[src/pkfdp_map.svh]
// Purpose: Register indices, field positions and reset values of the
//          packet FIFO data port.
// Assumes: Byte address of a register is four times its index.
// Notes:   Definitions only.
`ifndef PKFDP_MAP_SVH
`define PKFDP_MAP_SVH

// ==========================================================
// Register indices
`define PKFDP_IDX_PACKET_CONTROL_REGISTER    8'h05
`define PKFDP_IDX_IRQ_STATUS  8'h0E
`define PKFDP_IDX_IRQ_MASK    8'h0F
`define PKFDP_IDX_STATE_CLEAR_REGISTER   8'h16
`define PKFDP_IDX_FIFO_SET    8'h78
`define PKFDP_IDX_TX_LEN_HI   8'h7A
`define PKFDP_IDX_TX_LEN_LO   8'h7B
`define PKFDP_IDX_TX_WR_PORT  8'h7C
`define PKFDP_IDX_RX_LEN_HI   8'h7D
`define PKFDP_IDX_RX_LEN_LO   8'h7E
`define PKFDP_IDX_RD_PORT     8'h7F

// ==========================================================
// Field positions
`define PKFDP_BIT_LEN_MODE    0
`define PKFDP_POS_FORMAT_LO   1
`define PKFDP_POS_FORMAT_HI   2
`define PKFDP_BIT_TX_PTR_CLR  0
`define PKFDP_BIT_RX_PTR_CLR  1
`define PKFDP_BIT_READ_SEL    0
`define PKFDP_BIT_IRQ_TX_ERR  0
`define PKFDP_BIT_IRQ_RX_OVW  1
`define PKFDP_BIT_IRQ_TX_DONE 2

// ==========================================================
// Reset values
`define PKFDP_RST_BYTE        8'h00
`define PKFDP_RST_FIFO_SET    8'h02
`define PKFDP_RST_LEN         16'h0000

// ==========================================================
// Storage
`define PKFDP_FIFO_AW         6

`endif

[src/pkfdp_pkg.sv]
// Purpose: Types shared by the packet FIFO data port.
// Assumes: APB with 32-bit data and a 10-bit byte address.
// Notes:   Constants live in pkfdp_map.svh.
package pkfdp_pkg;

	// ==========================================================
	// Packet formats, in the order of their 2-bit encoding
	typedef enum logic [1:0] {
		FMT_A,
		FMT_B,
		FMT_C,
		FMT_D
	} pkfdp_format_t;

	// ==========================================================
	// Bus carriers
	typedef struct packed {
		logic [9:0]  paddr;
		logic        psel;
		logic        penable;
		logic        pwrite;
		logic [31:0] pwdata;
	} pkfdp_apb_req_t;

	typedef struct packed {
		logic [31:0] prdata;
		logic        pready;
		logic        pslverr;
	} pkfdp_apb_rsp_t;

	// ==========================================================
	// Packet engine carriers
	typedef struct packed {
		logic accept;
		logic complete;
		logic pop;
	} pkfdp_tx_evt_t;

	typedef struct packed {
		logic        start;
		logic        push;
		logic [7:0]  data;
		logic        len_load;
		logic [15:0] len;
	} pkfdp_rx_evt_t;

endpackage

[src/pkfdp_byte_store.sv]
// Purpose: Flip-flop byte store with write and read pointers.
// Assumes: A clear and a write in one cycle store at entry zero.
// Notes:   Pointers wrap, so old data is overwritten silently.
module pkfdp_byte_store #(
	parameter int AW = 6
) (
	input  wire logic          i_clk,
	input  wire logic          i_rst,
	input  wire logic          i_clear,
	input  wire logic          i_wr,
	input  wire logic [7:0]    i_wdata,
	input  wire logic          i_rd,
	output logic      [7:0]    o_rdata,
	output logic      [AW-1:0] o_wr_ptr
);

	localparam int DEPTH = 1 << AW;

	logic [7:0]    mem_q [DEPTH];
	logic [AW-1:0] wr_ptr_q;
	logic [AW-1:0] rd_ptr_q;
	logic [AW-1:0] wr_idx;

	// ==========================================================
	// Pointers
	assign wr_idx = i_clear ? '0 : wr_ptr_q;

	always_ff @(posedge i_clk) begin
		if (i_rst) begin
			wr_ptr_q <= '0;
		end else if (i_wr) begin
			wr_ptr_q <= wr_idx + AW'(1);
		end else if (i_clear) begin
			wr_ptr_q <= '0;
		end
	end

	always_ff @(posedge i_clk) begin
		if (i_rst) begin
			rd_ptr_q <= '0;
		end else if (i_clear) begin
			rd_ptr_q <= '0;
		end else if (i_rd) begin
			rd_ptr_q <= rd_ptr_q + AW'(1);
		end
	end

	// ==========================================================
	// Storage
	// Cleared at reset so the read port shows zero before any write
	always_ff @(posedge i_clk) begin
		if (i_rst) begin
			mem_q <= '{default: 8'h00};
		end else if (i_wr) begin
			mem_q[wr_idx] <= i_wdata;
		end
	end

	assign o_rdata  = mem_q[rd_ptr_q];
	assign o_wr_ptr = wr_ptr_q;

endmodule // pkfdp_byte_store

[src/pkfdp_top.sv]
// Purpose: Packet FIFO access logic: TX length, TX write port, RX length,
//          shared FIFO read port, pointer clears and access errors.
// Assumes: Packet engine runs on i_clk; APB slave with one wait state.
// Notes:   Register byte address is four times its index.
//
// Register access over APB was decided locally.
`include "pkfdp_map.svh"

// Summary of operation
// - The TX length counts payload per format: A without length and CRC, B and C without length, D from data through CRC.
// - The TX length is high and low bytes, and the high byte only counts when the length-width bit is one.
// - The TX FIFO holds one packet of transmit data of up to 64 bytes; a longer packet wraps and overwrites its first bytes.
// - A TX write between request accepted and transmit complete overwrites the FIFO and raises the access error.
// - Writing one to state-clear bit 0 resets the TX FIFO pointer after an access error.
// - For formats A, B and C the read-only RX length shows the received length without the length field.
// - For format D the RX length register sets the receive length that controls the RX FIFO.
// - Each read of the shared read port returns a byte from the FIFO that the read-select bit names.
// - The RX FIFO keeps one packet, and a new packet overwrites the stored one.
// - Writing one to state-clear bit 1 resets the RX FIFO pointer after an abandoned read.
// - Read-select zero picks the RX FIFO and one picks the TX FIFO.
module pkfdp_top (
	input  wire logic                    i_clk,
	input  wire logic                    i_rst,
	input  wire pkfdp_pkg::pkfdp_apb_req_t i_apb,
	output pkfdp_pkg::pkfdp_apb_rsp_t    o_apb,
	input  wire pkfdp_pkg::pkfdp_tx_evt_t  i_tx_evt,
	output logic [7:0]                   o_tx_data,
	output logic [15:0]                  o_tx_length_value,
	output logic                         o_tx_full,
	input  wire pkfdp_pkg::pkfdp_rx_evt_t  i_rx_evt,
	output logic [15:0]                  o_rx_length_value,
	output pkfdp_pkg::pkfdp_format_t     o_format,
	output logic                         o_irq
);

	localparam int AW = `PKFDP_FIFO_AW;

	// ==========================================================
	// Declarations
	logic                     ack_q;
	logic                     done;
	logic [7:0]               idx;
	logic                     hit;
	logic [7:0]               rd_val;
	logic [31:0]              prdata_q;
	logic                     wr_en;
	logic                     rd_en;

	logic [7:0]               packet_control_register_q;
	logic [7:0]               fifo_set_q;
	logic [7:0]               tx_len_hi_q;
	logic [7:0]               tx_len_lo_q;
	logic [15:0]              rx_len_q;
	logic [7:0]               irq_status_q;
	logic [7:0]               irq_mask_q;
	logic [7:0]               irq_set;

	logic                     length_mode;
	pkfdp_pkg::pkfdp_format_t fmt;
	logic                     read_sel;
	logic [15:0]              tx_len_eff;

	logic                     tx_wr;
	logic                     tx_host_rd;
	logic                     rx_host_rd;
	logic                     clr_wr;
	logic                     tx_ptr_clr;
	logic                     rx_ptr_clr;
	logic                     tx_locked_q;
	logic [15:0]              tx_cnt_q;
	logic                     tx_restart;
	logic                     tx_err;
	logic [7:0]               tx_rdata;

	logic [15:0]              rx_cnt_q;
	logic                     rx_room;
	logic                     rx_push;
	logic                     rx_clear;
	logic                     rx_ovw;
	logic [7:0]               rx_rdata;

	// ==========================================================
	// APB slave: one wait state, response on the second access cycle
	assign idx = i_apb.paddr[9:2];

	always_ff @(posedge i_clk) begin
		if (i_rst) begin
			ack_q <= 1'b0;
		end else begin
			ack_q <= i_apb.psel & i_apb.penable & ~ack_q;
		end
	end

	assign done  = i_apb.psel & i_apb.penable & ack_q;
	assign wr_en = done & i_apb.pwrite & hit;
	assign rd_en = done & ~i_apb.pwrite & hit;

	// Read mux; an unaligned or unmapped address is not a hit
	always_comb begin
		hit    = 1'b1;
		rd_val = 8'h00;
		if (i_apb.paddr[1:0] != 2'h0) begin
			hit = 1'b0;
		end else if (idx == `PKFDP_IDX_PACKET_CONTROL_REGISTER) begin
			rd_val = packet_control_register_q;
		end else if (idx == `PKFDP_IDX_IRQ_STATUS) begin
			rd_val = irq_status_q;
		end else if (idx == `PKFDP_IDX_IRQ_MASK) begin
			rd_val = irq_mask_q;
		end else if (idx == `PKFDP_IDX_STATE_CLEAR_REGISTER) begin
			rd_val = 8'h00;
		end else if (idx == `PKFDP_IDX_FIFO_SET) begin
			rd_val = fifo_set_q;
		end else if (idx == `PKFDP_IDX_TX_LEN_HI) begin
			rd_val = tx_len_hi_q;
		end else if (idx == `PKFDP_IDX_TX_LEN_LO) begin
			rd_val = tx_len_lo_q;
		end else if (idx == `PKFDP_IDX_TX_WR_PORT) begin
			rd_val = 8'h00;
		end else if (idx == `PKFDP_IDX_RX_LEN_HI) begin
			rd_val = rx_len_q[15:8];
		end else if (idx == `PKFDP_IDX_RX_LEN_LO) begin
			rd_val = rx_len_q[7:0];
		end else if (idx == `PKFDP_IDX_RD_PORT) begin
			rd_val = read_sel ? tx_rdata : rx_rdata;
		end else begin
			hit = 1'b0;
		end
	end

	// Read data is caught in the first access cycle, before any pop
	always_ff @(posedge i_clk) begin
		if (i_rst) begin
			prdata_q <= 32'h0000_0000;
		end else if (i_apb.psel & i_apb.penable & ~ack_q) begin
			prdata_q <= {24'h00_0000, rd_val};
		end
	end

	assign o_apb.prdata  = prdata_q;
	assign o_apb.pready  = done;
	assign o_apb.pslverr = done & ~hit;

	// ==========================================================
	// Control registers
	always_ff @(posedge i_clk) begin
		if (i_rst) begin
			packet_control_register_q <= `PKFDP_RST_BYTE;
		end else if (wr_en && idx == `PKFDP_IDX_PACKET_CONTROL_REGISTER) begin
			packet_control_register_q <= i_apb.pwdata[7:0];
		end
	end

	always_ff @(posedge i_clk) begin
		if (i_rst) begin
			fifo_set_q <= `PKFDP_RST_FIFO_SET;
		end else if (wr_en && idx == `PKFDP_IDX_FIFO_SET) begin
			fifo_set_q <= i_apb.pwdata[7:0];
		end
	end

	always_ff @(posedge i_clk) begin
		if (i_rst) begin
			tx_len_hi_q <= `PKFDP_RST_BYTE;
		end else if (wr_en && idx == `PKFDP_IDX_TX_LEN_HI) begin
			tx_len_hi_q <= i_apb.pwdata[7:0];
		end
	end

	always_ff @(posedge i_clk) begin
		if (i_rst) begin
			tx_len_lo_q <= `PKFDP_RST_BYTE;
		end else if (wr_en && idx == `PKFDP_IDX_TX_LEN_LO) begin
			tx_len_lo_q <= i_apb.pwdata[7:0];
		end
	end

	always_ff @(posedge i_clk) begin
		if (i_rst) begin
			irq_mask_q <= `PKFDP_RST_BYTE;
		end else if (wr_en && idx == `PKFDP_IDX_IRQ_MASK) begin
			irq_mask_q <= i_apb.pwdata[7:0];
		end
	end

	assign length_mode = packet_control_register_q[`PKFDP_BIT_LEN_MODE];
	assign fmt         = pkfdp_pkg::pkfdp_format_t'(
		packet_control_register_q[`PKFDP_POS_FORMAT_HI:`PKFDP_POS_FORMAT_LO]);
	assign read_sel    = fifo_set_q[`PKFDP_BIT_READ_SEL];

	// Length counting per format is the engine's job; the value is passed
	assign tx_len_eff = length_mode ? {tx_len_hi_q, tx_len_lo_q}
		: {8'h00, tx_len_lo_q};

	// ==========================================================
	// Port strobes
	assign tx_wr      = wr_en && idx == `PKFDP_IDX_TX_WR_PORT;
	assign tx_host_rd = rd_en && idx == `PKFDP_IDX_RD_PORT && read_sel;
	assign rx_host_rd = rd_en && idx == `PKFDP_IDX_RD_PORT && !read_sel;
	assign clr_wr     = wr_en && idx == `PKFDP_IDX_STATE_CLEAR_REGISTER;
	assign tx_ptr_clr = clr_wr & i_apb.pwdata[`PKFDP_BIT_TX_PTR_CLR];
	assign rx_ptr_clr = clr_wr & i_apb.pwdata[`PKFDP_BIT_RX_PTR_CLR];

	// ==========================================================
	// TX FIFO
	// Locked from request accepted until transmit complete or a TX pointer clear
	always_ff @(posedge i_clk) begin
		if (i_rst) begin
			tx_locked_q <= 1'b0;
		end else if (i_tx_evt.complete | tx_ptr_clr) begin
			tx_locked_q <= 1'b0;
		end else if (i_tx_evt.accept) begin
			tx_locked_q <= 1'b1;
		end
	end

	// A write into a locked or already full packet starts it over
	assign tx_restart = tx_wr & (tx_locked_q | (tx_cnt_q >= tx_len_eff));
	assign tx_err     = tx_wr & tx_locked_q;

	always_ff @(posedge i_clk) begin
		if (i_rst) begin
			tx_cnt_q <= `PKFDP_RST_LEN;
		end else if (tx_ptr_clr) begin
			tx_cnt_q <= `PKFDP_RST_LEN;
		end else if (tx_restart) begin
			tx_cnt_q <= 16'h0001;
		end else if (tx_wr) begin
			tx_cnt_q <= tx_cnt_q + 16'h0001;
		end
	end

	// Host and engine reads in one cycle advance the pointer only once
	pkfdp_byte_store #(
		.AW (AW)
	) u_tx_store (
		.i_clk    (i_clk),
		.i_rst    (i_rst),
		.i_clear  (tx_ptr_clr | tx_restart),
		.i_wr     (tx_wr),
		.i_wdata  (i_apb.pwdata[7:0]),
		.i_rd     (tx_host_rd | i_tx_evt.pop),
		.o_rdata  (tx_rdata),
		.o_wr_ptr ()
	);

	assign o_tx_data         = tx_rdata;
	assign o_tx_length_value = tx_len_eff;
	assign o_tx_full         = tx_cnt_q >= tx_len_eff;

	// ==========================================================
	// RX length: engine reports it for A to C, host sets it for D
	always_ff @(posedge i_clk) begin
		if (i_rst) begin
			rx_len_q <= `PKFDP_RST_LEN;
		end else if (fmt == pkfdp_pkg::FMT_D) begin
			if (wr_en && idx == `PKFDP_IDX_RX_LEN_HI) begin
				rx_len_q[15:8] <= i_apb.pwdata[7:0];
			end else if (wr_en && idx == `PKFDP_IDX_RX_LEN_LO) begin
				rx_len_q[7:0] <= i_apb.pwdata[7:0];
			end
		end else if (i_rx_evt.len_load) begin
			rx_len_q <= i_rx_evt.len;
		end
	end

	assign o_rx_length_value = rx_len_q;

	// ==========================================================
	// RX FIFO
	// Format D bounds the stored bytes by the RX length register, though the byte pushed with start always lands
	assign rx_room  = (fmt != pkfdp_pkg::FMT_D) || (rx_cnt_q < rx_len_q);
	assign rx_clear = rx_ptr_clr | i_rx_evt.start;
	assign rx_push  = i_rx_evt.push & (rx_room | i_rx_evt.start);
	assign rx_ovw   = i_rx_evt.start & (rx_cnt_q != 16'h0000);

	always_ff @(posedge i_clk) begin
		if (i_rst) begin
			rx_cnt_q <= `PKFDP_RST_LEN;
		end else if (rx_clear) begin
			rx_cnt_q <= rx_push ? 16'h0001 : 16'h0000;
		end else if (rx_push) begin
			rx_cnt_q <= rx_cnt_q + 16'h0001;
		end
	end

	pkfdp_byte_store #(
		.AW (AW)
	) u_rx_store (
		.i_clk    (i_clk),
		.i_rst    (i_rst),
		.i_clear  (rx_clear),
		.i_wr     (rx_push),
		.i_wdata  (i_rx_evt.data),
		.i_rd     (rx_host_rd),
		.o_rdata  (rx_rdata),
		.o_wr_ptr ()
	);

	assign o_format = fmt;

	// ==========================================================
	// Interrupts: set wins over the clearing read
	always_comb begin
		irq_set                         = 8'h00;
		irq_set[`PKFDP_BIT_IRQ_TX_ERR]  = tx_err;
		irq_set[`PKFDP_BIT_IRQ_RX_OVW]  = rx_ovw;
		irq_set[`PKFDP_BIT_IRQ_TX_DONE] = i_tx_evt.complete;
	end

	always_ff @(posedge i_clk) begin
		if (i_rst) begin
			irq_status_q <= `PKFDP_RST_BYTE;
		end else if (rd_en && idx == `PKFDP_IDX_IRQ_STATUS) begin
			// Clear only what the read reported, so a later set is kept
			irq_status_q <= (irq_status_q & ~prdata_q[7:0]) | irq_set;
		end else begin
			irq_status_q <= irq_status_q | irq_set;
		end
	end

	assign o_irq = |(irq_status_q & irq_mask_q);

endmodule // pkfdp_top

[config.mk]
export PLATFORM = sky130hd
export DESIGN_NAME = pkfdp_top
export DESIGN_NICKNAME = d
export VERILOG_FILES = /design/src/pkfdp_pkg.sv /design/src/pkfdp_byte_store.sv /design/src/pkfdp_top.sv
export VERILOG_INCLUDE_DIRS = /design/src
export SDC_FILE = /design/constraint.sdc
export NUM_CORES = 2
export LEC_CHECK = 0
export BUFFER_PORTS_ARGS = -buffer_cell sky130_fd_sc_hd__buf_4
export CORE_MARGIN = 8
export CORE_UTILIZATION = 60
export DETAILED_ROUTE_END_ITERATION = 12
export PLACE_DENSITY_LB_ADDON = 0.3
export REMOVE_ABC_BUFFERS = 1
export SLEW_MARGIN = 10
export SYNTH_ARGS = -nofsm -noshare
export SYNTH_HDL_FRONTEND = slang
export SYNTH_HIERARCHICAL = 1
export SYNTH_SLANG_ARGS = --single-unit
[constraint.sdc]
create_clock -name i_clk -period 7.05 [get_ports i_clk]
set_input_delay 2.115 -clock i_clk [delete_from_list [all_inputs] [get_ports i_clk]]
set_output_delay 2.115 -clock i_clk [all_outputs]
set_load 0.05 [all_outputs]
==> results.json <==
{
  "rr_worst_depth": 12,
  "drtIter0Drc": 6110,
  "crit_slowest_cell": "a2111oi_0",
  "fmax_mhz": 150,
  "post_drt_via_cell_ratio": 6.45,
  "finalCriticalPeriod_ns": 6.67,
  "path_clk_slew_ns": 0.06,
  "final_nets": 6026,
  "critPathKind": "register to primary output",
  "ctsHoldBuffers": 0,
  "drive_gt1_frac": 0.111,
  "path_max_fanout": 72,
  "hpwl_mm": 95.5,
  "layout_commonest_cell": "dfxtp_1",
  "ant_nets": 0,
  "multi_input_area_sq_um": 27400,
  "overflow": 0,
  "maxCapViolCount": 0,
  "totalWireLength_mm": 157,
  "grt_antenna_before_repair": 3,
  "setup_viol": 0,
  "gp_congestion": 0.940,
  "tns_ns": 0,
  "post_cts_resized": 0,
  "cts_made_buffers": 116,
  "final_cell_mix": "dfxtp_1, nand2_1, a21oi_1",
  "synth_edf_count": 0,
  "worstPathArrival_ns": 4.55,
  "startpoint_type": "register",
  "hold_start": "u_rx_store/mem_q[212]",
  "die_w_microns": 313,
  "grtUsageTotal": 0.304,
  "peakVddDrop_mv": 0.235,
  "cts_max_level": 3,
  "skew_ns": 0.0305,
  "wire_per_inst_microns": 21.9,
  "slowest_delay_ns": 0.99,
  "crit_chain": "buf_12, buf_4, mux2i_1, o22ai_1, a2111oi_0, a211oi_1, buf_4",
  "cp_data_required_time_ns": 4.93,
  "hold_depth": 2,
  "place_area_sq_um": 54000,
  "p_leak_nw": 18.5,
  "holdPathEnd": "u_rx_store/mem_q[212]",
  "min_period_over_period": 0.946,
  "postCtsSetupRepairBufs": 0,
  "cts_max_path_buffers": 3,
  "slew_violations": 0,
  "ioPinCount": 155,
  "grt_pass1_wl_mm": 245,
  "reg2reg_from": "u_tx_store/rd_ptr_q[1]",
  "synthArstFlopShare": 0,
  "rsz0062_at_grt": "no",
  "vias": 46200,
  "start_util": 0.603,
  "syn-cell-area_sq_um": 53100,
  "die_h_microns": 313,
  "syn_area_per_cell_sq_um": 8.65,
  "synth-seq-area-share": 0.435,
  "cp-end-kind": "primary output",
  "synth_seq_cells": 1154,
  "postSynthCellCount": 6132,
  "synth_ff_type": "dfxtp_1",
  "hold_class": "register to register",
  "cts_tree": "built",
  "ys_warn_count": 6,
  "r2r_setup_slack_ns": 2.12,
  "area_growth_pct": 9.08,
  "max_slew_margin": 0.195,
  "drc_errors": 0,
  "worst_pin_slew_ns": 1.20,
  "clk_latency_ns": 0.72,
  "die-area_sq_um": 98200,
  "grt_max_degree": 225,
  "drt_pass1_iterations": 9,
  "fin_area_sq_um": 57900,
  "n_antenna_cell": 0,
  "regArea_sq_um": 23100,
  "total_power_mw": 13.5,
  "coreArea_sq_um": 88000,
  "status": "finished, final reports clean",
  "cp_common_cell": "buf_4",
  "io_buffers": 106,
  "cts_root_buf": "clkbuf_16",
  "timing.rr.end": "prdata_q[6]",
  "grt_pass1_vias": 43400,
  "powerDensity_nw_per_um2": 233,
  "cts.sinks": 1154,
  "ys_types": 75,
  "rows": 109,
  "finalHoldViolations": 0,
  "fill_cells": 7144
}
[flip-flops by register name (all words and copies together) (netlist names)]
name / cells
packet_control_register_q: 8
o_rx_length_value: 16
rx_cnt_q: 16
ack_q: 1
tx_len_hi_q: 8
u_rx_store/o_wr_ptr: 6
fifo_set_q: 8
irq_status_q: 8
tx_cnt_q: 16
tx_locked_q: 1
u_tx_store/o_wr_ptr: 6
prdata_q: 8
u_rx_store/mem_q: 512
u_tx_store/rd_ptr_q: 6
tx_len_lo_q: 8
irq_mask_q: 8
u_rx_store/rd_ptr_q: 6
u_tx_store/mem_q: 512
[cells by family (layout without fill, tap and decap cells)]
| group | Yosys count | count (layout) | synth area share |
|---|---|---|---|
| other | 1 | 24 | 0.0000707 |
| XOR/XNOR | 26 | 26 | 0.00429 |
| AND/OR/NAND/NOR | 2206 | 2206 | 0.185 |
| adder cells (fa/ha/maj) | 36 | 36 | 0.00849 |
| buffers and inverters | 641 | 491 | 0.0511 |
| multiplexers | 664 | 664 | 0.167 |
| flip-flops | 1154 | 1154 | 0.435 |
| AO/OA/AOI/OAI | 1404 | 1404 | 0.149 |
[per-layer routing]
metal | track usage | share of wire
met1 | 0.406 | 0.40
met2 | 0.484 | 0.47
met3 | 0.0513 | 0.087
met4 | 0.138 | 0.046
met5 | 0 | 0.00021
[where the power goes]
part | total (mW) | internal [mW] | leakage (nW) | switching (mW)
registers | 6.58 | 6.53 | 9.30 | 0.0419
logic | 0.644 | 0.164 | 7.27 | 0.480
clock network | 6.28 | 3.64 | 1.90 | 2.63
total | 13.5 | 10.3 | 18.5 | 3.16
[through the flow]
step	worst slack [ns]	util	hold WS, ns	cells
after floorplan	-2.28	-	0.426	5568
after global placement	1.25	0.614	0.438	6960
after detailed placement	1.27	0.614	0.443	6960
after CTS	0.534	0.658	0.451	7170
after global routing	0.320	0.658	0.461	7170
final	0.383	0.658	0.449	7170
[cell usage after synthesis, drive strengths merged (4+ instances only)]
master / count / area [sq um]
and2: 10 / 62.6
a21oi: 845 / 4230
a221o: 5 / 50.1
and3: 25 / 156
a21o: 10 / 75.1
nand3b: 8 / 60.1
nand2: 936 / 3510
nor2b: 20 / 125
o31ai: 12 / 90.1
a22oi: 19 / 143
o211ai: 16 / 125
a211oi: 66 / 495
xor2: 15 / 131
ha: 36 / 450
a31oi: 7 / 43.8
a22o: 23 / 201
nand3: 609 / 3070
a221oi: 21 / 184
or3b: 5 / 48.8
o22ai: 42 / 263
buf: 185 / 997
nor4: 13 / 141
nor3: 40 / 299
nand4: 18 / 113
o221ai: 12 / 105
clkbuf: 402 / 1510
mux4: 176 / 3960
or3: 12 / 75.1
nand2b: 26 / 163
a2111oi: 37 / 343
or4: 7 / 52.6
o21a: 6 / 45.0
xnor2: 11 / 96.3
a2bb2oi: 4 / 35.0
mux2i: 488 / 4880
inv: 54 / 203
o21ai: 259 / 1300
a32oi: 4 / 35.0
or2: 7 / 43.8
nor2: 458 / 1770
dfxtp: 1154 / 23100
[critical path, delay by kind of cell, from the launching register on]
family	cells	cell delay [ns]
buffers and inverters	3	1.16
muxes	1	0.26
AOI/OAI and AO/OA	3	1.49
DFF	1	0.81
[worst max-delay path by stage]
stage	start	depth (start not counted)	to
after floorplan	u_tx_store/rd_ptr_q[1]	5	o_tx_data[0]
after global placement	u_tx_store/rd_ptr_q[1]	7	o_tx_data[6]
after detailed placement	u_tx_store/rd_ptr_q[1]	7	o_tx_data[6]
after CTS	u_tx_store/rd_ptr_q[1]	7	o_tx_data[0]
after global routing	u_tx_store/rd_ptr_q[1]	7	o_tx_data[0]
final	u_tx_store/rd_ptr_q[1]	7	o_tx_data[6]
[final cells by class]
cell class / instances / share of cell area
timing repair buffer: 227 / 0.0313
clock buffer: 174 / 0.0594
inverter: 54 / 0.00350
multi-input combinational: 4360 / 0.474
clock inverter: 36 / 0.00748
sequential: 1154 / 0.400
tap: 1165 / 0.0252
Note: power is estimated with default switching activity, not from simulation.
